<file path="src/stripe_pkg.sv">
package stripe_pkg;
  localparam int CLK_PERIOD_NS = 5;
  // handshake strobe timing on the host end, in ns
  localparam int CLEAR_LOW_NS = 500;
  localparam int STOP_LOW_NS = 12400;
  localparam int STROBE_HIGH_NS = 500;
  localparam int FLAG_CLEAR_NS = 2400;
  // latest auxiliary flag after wakeup, in ms
  localparam int AUX_TIMEOUT_MS = 3100;
  // least times round up
  localparam int CLEAR_LOW_CYC = (CLEAR_LOW_NS + CLK_PERIOD_NS - 1) / CLK_PERIOD_NS;
  localparam int STOP_LOW_CYC = (STOP_LOW_NS + CLK_PERIOD_NS - 1) / CLK_PERIOD_NS;
  localparam int STROBE_HIGH_CYC = (STROBE_HIGH_NS + CLK_PERIOD_NS - 1) / CLK_PERIOD_NS;
  localparam int FLAG_CLEAR_CYC = (FLAG_CLEAR_NS + CLK_PERIOD_NS - 1) / CLK_PERIOD_NS;
  // longest time rounds down
  localparam int AUX_TIMEOUT_CYC = (AUX_TIMEOUT_MS * 1000) / CLK_PERIOD_NS * 1000;
  localparam int TRACKS = 3;
  localparam int BUF_BITS = 608;
  localparam int TIMER_W = 12;
  localparam logic LINE_IDLE = 1'b1;
endpackage

</file>
<file path="src/stripe_link_if.sv">
interface stripe_link_if;
  logic strobeN;
  logic dataLine;
  modport device (input strobeN, output dataLine);
  modport host (output strobeN, input dataLine);
endinterface

</file>
<file path="src/sync_fall.sv">
module sync_fall (
  input wire logic mclk,
  input wire logic rst,
  input wire logic pinIn,
  output logic level,
  output logic fall
);
  logic s1_q, s2_q, s3_q;
  logic s1_d, s2_d, s3_d;

  always_comb begin
    s1_d = pinIn;
    s2_d = s1_q;
    s3_d = s2_q;
  end

  always_ff @(posedge mclk) begin
    if (rst) begin
      s1_q <= 1'b1;
      s2_q <= 1'b1;
      s3_q <= 1'b1;
    end else begin
      s1_q <= s1_d;
      s2_q <= s2_d;
      s3_q <= s3_d;
    end
  end

  assign level = s2_q;
  assign fall = s3_q & ~s2_q;
endmodule

</file>
<file path="src/stripe_device.sv">
// Summary of operation
// RULE1: host gives two strobe falls before preamble
// RULE2: without zeroes flag, sole data fall is aux
// RULE3: first strobe unacknowledged when no zeroes flag
// RULE4: second strobe unacknowledged once collection ended
// RULE5: aux before first strobe keeps data low
// RULE6: no rise after clear means aux occurred
// RULE7: stop strobe ignored until zeroes flag raised
// RULE8: each active track has 608-bit buffer
// RULE9: aux flag may come 3.1 s after wakeup
// RULE10: 75 bpi tracks may get random tail bits
// RULE11: host should stop before card end passes
// RULE12: on external switch host issues stop strobe
// RULE13: first strobe clears zeroes flag, data rises
// RULE14: aux on timeout, amplitude loss, or full
// RULE15: stop strobe ends collection within 10 us
// RULE16: one bit is low, zero bit high
module stripe_device #(
  parameter int TRACKS = stripe_pkg::TRACKS,
  parameter int BUF_BITS = stripe_pkg::BUF_BITS,
  parameter int AUX_TIMEOUT_CYC = stripe_pkg::AUX_TIMEOUT_CYC
) (
  input wire logic mclk,
  input wire logic rst,
  stripe_link_if.device link,
  input wire logic [TRACKS-1:0] trackEn,
  input wire logic wakeup,
  input wire logic rearm,
  input wire logic zeroesDetect,
  input wire logic [TRACKS-1:0] ampLost,
  input wire logic [TRACKS-1:0] bitValid,
  input wire logic [TRACKS-1:0] bitIn,
  input wire logic [$clog2(TRACKS)-1:0] rdTrack,
  input wire logic [$clog2(BUF_BITS)-1:0] rdIdx,
  output logic rdBit,
  output logic collecting,
  output logic bufferReady,
  output logic [TRACKS-1:0] trackFull
);
  localparam int PW = $clog2(BUF_BITS + 1);

  typedef enum logic [2:0] {
    ST_IDLE = 3'b001,
    ST_COLLECT = 3'b010,
    ST_DONE = 3'b100
  } dev_state_e;

  dev_state_e state_q, state_d;
  logic zeroesPending_q, zeroesPending_d;
  logic zeroesSeen_q, zeroesSeen_d;
  logic auxSeen_q, auxSeen_d;
  logic [1:0] strobeCnt_q, strobeCnt_d;
  // wide enough for the full swipe timeout at the native clock, no prescaler
  logic [31:0] timer_q, timer_d;
  logic dataLine_q, dataLine_d;
  logic rdBit_q, rdBit_d;
  logic [TRACKS-1:0][BUF_BITS-1:0] buf_q, buf_d;
  logic [TRACKS-1:0][PW-1:0] ptr_q, ptr_d;
  logic strobeFall;
  logic [TRACKS-1:0] full;
  logic allFull, allLost, timeout, auxEvent, firstStrobe, secondStrobe;

  sync_fall u_strobe_sync (
    .mclk(mclk),
    .rst(rst),
    .pinIn(link.strobeN),
    .level(),
    .fall(strobeFall)
  );

  always_comb begin
    for (int t = 0; t < TRACKS; t++) begin
      full[t] = (ptr_q[t] == PW'(BUF_BITS)); // RULE8
    end
  end

  // only active tracks count towards the end-of-card conditions
  assign allFull = &(full | ~trackEn); // RULE14
  assign allLost = |trackEn & (&(ampLost | ~trackEn)); // RULE14
  assign timeout = (timer_q == 32'(AUX_TIMEOUT_CYC - 1)); // RULE9 RULE14
  assign auxEvent = (state_q == ST_COLLECT) & (allFull | allLost | timeout);
  assign firstStrobe = strobeFall & (strobeCnt_q == 2'h0);
  assign secondStrobe = strobeFall & (strobeCnt_q == 2'h1);

  always_comb begin
    state_d = state_q;
    zeroesPending_d = zeroesPending_q;
    zeroesSeen_d = zeroesSeen_q;
    auxSeen_d = auxSeen_q;
    strobeCnt_d = strobeCnt_q;
    timer_d = timer_q;
    case (state_q)
      ST_IDLE: begin
        if (wakeup) begin
          state_d = ST_COLLECT;
          timer_d = 32'h0;
          zeroesPending_d = 1'b0;
          zeroesSeen_d = 1'b0;
          auxSeen_d = 1'b0;
          strobeCnt_d = 2'h0;
        end
      end
      ST_COLLECT: begin
        timer_d = timer_q + 32'h1;
        if (auxEvent) begin
          auxSeen_d = 1'b1; // RULE2 RULE14
          state_d = ST_DONE;
        end else if (secondStrobe && zeroesSeen_q) begin
          state_d = ST_DONE; // RULE7 RULE15
        end
      end
      ST_DONE: begin
        timer_d = timer_q;
      end
      default: begin
        state_d = ST_IDLE;
      end
    endcase
    // saturating count: later shift strobes never look like a handshake
    if (strobeFall && strobeCnt_q != 2'h2) begin
      strobeCnt_d = strobeCnt_q + 2'h1;
    end
    // an aux flag already seen masks the clear, so data never rises
    if (firstStrobe && !auxSeen_q) begin
      zeroesPending_d = 1'b0; // RULE13 RULE5 RULE3
    end
    // a detect in the same cycle as the clear wins
    if (zeroesDetect && state_q == ST_COLLECT && !zeroesSeen_q) begin
      zeroesPending_d = 1'b1;
      zeroesSeen_d = 1'b1;
    end
    if (rearm) begin
      state_d = ST_IDLE;
      zeroesPending_d = 1'b0;
      zeroesSeen_d = 1'b0;
      auxSeen_d = 1'b0;
      strobeCnt_d = 2'h0;
      timer_d = 32'h0;
    end
  end

  always_comb begin
    buf_d = buf_q;
    ptr_d = ptr_q;
    for (int t = 0; t < TRACKS; t++) begin
      if (state_q == ST_IDLE && wakeup) begin
        ptr_d[t] = '0;
        buf_d[t] = '0;
      end else if (state_q == ST_COLLECT && trackEn[t] && bitValid[t] && !full[t]) begin
        // noisy slow tracks may store junk here; the host must filter it
        buf_d[t][ptr_q[t]] = bitIn[t]; // RULE8 RULE10
        ptr_d[t] = ptr_q[t] + PW'(1);
      end
    end
  end

  always_comb begin
    // any pending flag, the aux flag or a stopped buffer pulls the line low
    if (state_d == ST_IDLE) begin
      dataLine_d = stripe_pkg::LINE_IDLE;
    end else if (state_d == ST_DONE) begin
      dataLine_d = 1'b0; // RULE4 RULE5 RULE15 RULE16
    end else begin
      dataLine_d = ~zeroesPending_d; // RULE13 RULE3
    end
    // registered read keeps the wide buffer mux off the output path
    rdBit_d = buf_q[rdTrack][rdIdx];
  end

  always_ff @(posedge mclk) begin
    if (rst) begin
      state_q <= ST_IDLE;
      zeroesPending_q <= 1'b0;
      zeroesSeen_q <= 1'b0;
      auxSeen_q <= 1'b0;
      strobeCnt_q <= 2'h0;
      timer_q <= 32'h0;
    end else begin
      state_q <= state_d;
      zeroesPending_q <= zeroesPending_d;
      zeroesSeen_q <= zeroesSeen_d;
      auxSeen_q <= auxSeen_d;
      strobeCnt_q <= strobeCnt_d;
      timer_q <= timer_d;
    end
  end

  always_ff @(posedge mclk) begin
    if (rst) begin
      buf_q <= '0;
      ptr_q <= '0;
    end else begin
      buf_q <= buf_d;
      ptr_q <= ptr_d;
    end
  end

  always_ff @(posedge mclk) begin
    if (rst) begin
      dataLine_q <= stripe_pkg::LINE_IDLE;
      rdBit_q <= 1'b0;
    end else begin
      dataLine_q <= dataLine_d;
      rdBit_q <= rdBit_d;
    end
  end

  assign link.dataLine = dataLine_q;
  assign rdBit = rdBit_q;
  assign collecting = (state_q == ST_COLLECT);
  assign bufferReady = (state_q == ST_DONE);
  assign trackFull = full;
endmodule

</file>
<file path="src/flat_wrapper.sv">
// flat-port wrapper written by rule: the top's interface ports become plain ports
module stripe_device_flat 
#(
  parameter int TRACKS = stripe_pkg::TRACKS,
  parameter int BUF_BITS = stripe_pkg::BUF_BITS,
  parameter int AUX_TIMEOUT_CYC = stripe_pkg::AUX_TIMEOUT_CYC
)
  (mclk, rst, trackEn, wakeup, rearm, zeroesDetect, ampLost, bitValid, bitIn, rdTrack, rdIdx, rdBit, collecting, bufferReady, trackFull, link_strobeN, link_dataLine);
  stripe_link_if link_i ();
  input wire logic mclk;
  input wire logic rst;
  input wire logic [TRACKS-1:0] trackEn;
  input wire logic wakeup;
  input wire logic rearm;
  input wire logic zeroesDetect;
  input wire logic [TRACKS-1:0] ampLost;
  input wire logic [TRACKS-1:0] bitValid;
  input wire logic [TRACKS-1:0] bitIn;
  input wire logic [$clog2(TRACKS)-1:0] rdTrack;
  input wire logic [$clog2(BUF_BITS)-1:0] rdIdx;
  output logic rdBit;
  output logic collecting;
  output logic bufferReady;
  output logic [TRACKS-1:0] trackFull;
  input wire logic [$bits(link_i.strobeN)-1:0] link_strobeN;
  output wire logic [$bits(link_i.dataLine)-1:0] link_dataLine;
  assign link_i.strobeN = link_strobeN;
  assign link_dataLine = link_i.dataLine;
  stripe_device #(.TRACKS(TRACKS), .BUF_BITS(BUF_BITS), .AUX_TIMEOUT_CYC(AUX_TIMEOUT_CYC)) u_core (.mclk(mclk), .rst(rst), .link(link_i), .trackEn(trackEn), .wakeup(wakeup), .rearm(rearm), .zeroesDetect(zeroesDetect), .ampLost(ampLost), .bitValid(bitValid), .bitIn(bitIn), .rdTrack(rdTrack), .rdIdx(rdIdx), .rdBit(rdBit), .collecting(collecting), .bufferReady(bufferReady), .trackFull(trackFull));
endmodule
</file>
<file path="config.mk">
export PLATFORM = sky130hd
export DESIGN_NAME = stripe_device_flat
export DESIGN_NICKNAME = d
export VERILOG_FILES = /design/src/stripe_pkg.sv /design/src/stripe_link_if.sv /design/src/sync_fall.sv /design/src/stripe_device.sv /design/src/flat_wrapper.sv
export SDC_FILE = /design/constraint.sdc
export NUM_CORES = 2
export LEC_CHECK = 0
export ABC_AREA = 1
export ABC_CLOCK_PERIOD_IN_PS = 2750
export BUFFER_PORTS_ARGS = -buffer_cell sky130_fd_sc_hd__buf_2
export CAP_MARGIN = 20
export CORE_ASPECT_RATIO = 0.5
export CORE_UTILIZATION = 45
export CTS_CLUSTER_SIZE = 8
export DETAILED_ROUTE_END_ITERATION = 10
export PLACE_DENSITY_LB_ADDON = 0.3
export SYNTH_ARGS = -nofsm -noshare
export SYNTH_HDL_FRONTEND = slang
export SYNTH_HIERARCHICAL = 1
export SYNTH_SLANG_ARGS = --single-unit
</file>
<file path="constraint.sdc">
create_clock -name mclk -period 2.75 [get_ports mclk]
set_clock_uncertainty 0.2 [all_clocks]
set_input_delay 0.55 -clock mclk [delete_from_list [all_inputs] [get_ports mclk]]
set_output_delay 0.55 -clock mclk [all_outputs]
set_load 0.02 [all_outputs]
</file>
==> metrics.csv <==
metric,value,unit
violations,negative setup slack,
fillers,18600,
cp_max_fo,2,
synth_seq_cells,1899,
antenna_found_initial,5,
yosys_warnings,6,
ir_drop,0.375,mV
clk-insertion-delay-late,850,ps
cp-end-kind,primary output,
drive_above_1_share,13.1,%
route.detailed.drc,0,
cp_slowest_stage_delay,320,ps
dp_slack,-558,ps
crit_top_cell,buf_6,
finalCritPeriodShare,105,%
worst_ep_arrival_time,2130,ps
outcome,finished with violations,
cts_htree_levels,5,
worstPathCellList,"inv_2, ha_4, inv_2, buf_6, nor4_4, buf_6, buf_6",
io_buffers,36,
avgViaCountPerCell,6.59,
drt-wirelength-per-cell,24.5,um
cts.path.max_buffers,4,
hold_class,primary input to flip-flop,
finalSetupViolations,2,
nets,11300,
core,198000,um2
grt_setup_unrepaired,true,
grt_usage,31.8,%
cts-root-buf,clkbuf_16,
numCtsBuffers,279,
ant_nets,0,
synth_ff_type,dfxtp_1,
slew_viol_final,0,
start_util,45.7,%
tightest_slew,1030,ps
critical_path_class,flip-flop to primary output,
startpoint_type,flip-flop,
cts.sinks,1899,
async_flop_share,0,%
slew-limit-headroom,31.1,%
syn_area,90500,um2
dieWidth,636,um
dieArea,203000,um2
wl,341,mm
first_iter_violations,12900,
hold_viol,0,
crit_family,buffers and inverters,
io_pins,37,
yosysSeqAreaShare,42.0,%
die-height,319,um
row_count,115,
fmax,347,MHz
synthDistinctLibCells,57,
post-dp-hpwl,199,mm
synth_edf_count,0,
grt_pass1_wl,515,mm
fin_util,53.3,%
fin_crit,2880,ps
synth.avg_cell_area,7.80,um2
cp.required,2000,ps
leakagePower,0.0337,uW
cts_tree,built,
cts.clk_slew.worst_paths,60,ps
drv_cap,0,
finalWeightedCongestion,0.933,
critical-path-slowest-cell,dfxtp_2,
first_pass_iters,8,
vias,91700,
grt_pass1_vias,82500,
synthToLayoutAreaGrowth,16.7,%
p_per_area,594,nW/um2
synth_nets,11700,
synth_cells,11600,
final.setup.worst_slack,-132,ps
critPathBufInv,5,
grt_overflow,0,
grt_max_degree,123,
[power by group]
part	switching, uW	internal (uW)	total [uW]	leakage [uW]
combinational	3380	1360	4730	0.0148
sequential	4.58	27600	27600	0.0153
clock	12200	18300	30400	0.00359
[cell usage after synthesis, types with 6 or more instances]
cell type,count,area share [%]
nor3_2,8,0.088
buf_6,59,0.73
a21oi_1,1894,10
a211oi_1,12,0.10
inv_2,31,0.13
dfxtp_1,1899,42
nor2_2,10,0.069
nor2_4,10,0.12
nor4_1,7,0.048
a311oi_1,1774,17
buf_2,378,2.1
nand3_1,1681,9.3
o311a_1,13,0.14
clkinv_1,12,0.050
o211ai_1,43,0.36
clkbuf_1,943,3.9
nor2_1,284,1.2
nand4_1,12,0.083
inv_4,13,0.090
inv_1,258,1.1
buf_4,80,0.66
nand2_8,8,0.18
ha_1,16,0.22
buf_1,66,0.27
a311oi_2,6,0.10
a31oi_1,7,0.048
o21bai_1,12,0.10
nor3_1,42,0.23
nand2_1,1815,7.5
o21ai_0,132,0.73
or2_2,27,0.19
[layer usage]
layer / vias up / part of all wire (%) / GRT usage [%]
met2: 5287 / 43 / 47.8
li1: 42300 / - / -
met4: 0 / 4.0 / 12.4
met3: 772 / 11 / 5.75
met5: - / 0 / 0
met1: 43400 / 42 / 44.9
[path summary, 6_finish.rpt]
| kind | depth (start not counted) | from | slack (ps) | end |
|---|---|---|---|---|
| max | 7 | u_core/ptr_q[21] | -130 | trackFull[2] |
| min | 5 | trackEn[0] | 20 | u_core/ptr_q[8] |
| max reg2reg | 6 | u_core/ptr_q[22] | 20 | u_core/buf_q[1349] |
| min reg2reg | 2 | u_core/u_strobe_sync/s1_q | 200 | u_core/u_strobe_sync/level |
[flip-flops by register name, indices dropped and copies added (netlist names)]
signal and count:
u_core/zeroesSeen_q 1, u_core/timer_q 32, u_core/state_q 3, u_core/u_strobe_sync/s3_q 1, u_core/strobeCnt_q 2, u_core/ptr_q 30
u_core/buf_q 1824, u_core/auxSeen_q 1, u_core/zeroesPending_q 1, u_core/link.dataLine 1, u_core/rdBit 1, u_core/u_strobe_sync/s1_q 1
u_core/u_strobe_sync/level 1
[cells by family (layout without fill, tap and decap cells)]
family	after synthesis	after routing	synth area share (%)
AND/OR/NAND/NOR	3927	3935	19.3
adder cells (fa/ha/maj)	16	16	0.221
buffers and inverters	1843	1499	9.04
other	0	4	0
XOR/XNOR	1	1	0.00968
AO/OA/AOI/OAI	3920	3920	29.5
flip-flops	1899	1899	42.0
[cell type report]
cell class / instances / area [um2] / share of cell area, %
antenna: 4 / 10.0 / 0.00947
clock buffer: 289 / 7190 / 6.80
clock inverter: 11 / 104 / 0.0983
inverter: 316 / 1320 / 1.25
multi-input combinational: 7872 / 45400 / 42.9
sequential: 1899 / 38100 / 36.0
tap: 2632 / 3290 / 3.12
timing repair buffer: 883 / 10300 / 9.78
[per-stage QoR]
stage                     setup TNS (ps)  cell area [um2]  instances  hold slack, ps  power [uW]
after global routing               -2410           106000      13900            40.1       64400
after global placement            -16190            97000      13500             182       32600
after CTS                           -440           105000      13900            6.00       62800
final                               -144           106000      13900            18.5       62700
after detailed placement          -22550            97000      13500             192       32700
after floorplan                        0            90500      11600             180       30700
[worst register-to-register path: stages, from the launching register on]
cell	delay, ps
dfxtp_2	400
inv_1	120
nor3_1	360
nand2_1	380
nor2_4	760
a21oi_1	170
a311oi_1	240
[placed cells by master, fill, tap and decap left out, types with 185 or more instances in the layout]
cell type / netlist / final
a21oi_1: 1894 / 1894
nand3_1: 1681 / 1679
nor2_1: 284 / 185
clkbuf_16: 0 / 292
buf_12: 1 / 282
nand2_1: 1815 / 1811
dfxtp_1: 1899 / 1877
a311oi_1: 1774 / 1773
inv_1: 258 / 239
buf_4: 80 / 537
[timing repair]
action,4_1_cts,5_1_grt
cloned,10,6
setup endpoints to repair,178,351
setup buffers,22,39
pin swaps,16,24
endpoints found under the hold margin,15,0
hold buffers,14,0
gates resized for setup,51,70
No activity file was read; power rests on OpenSTA's default activity.
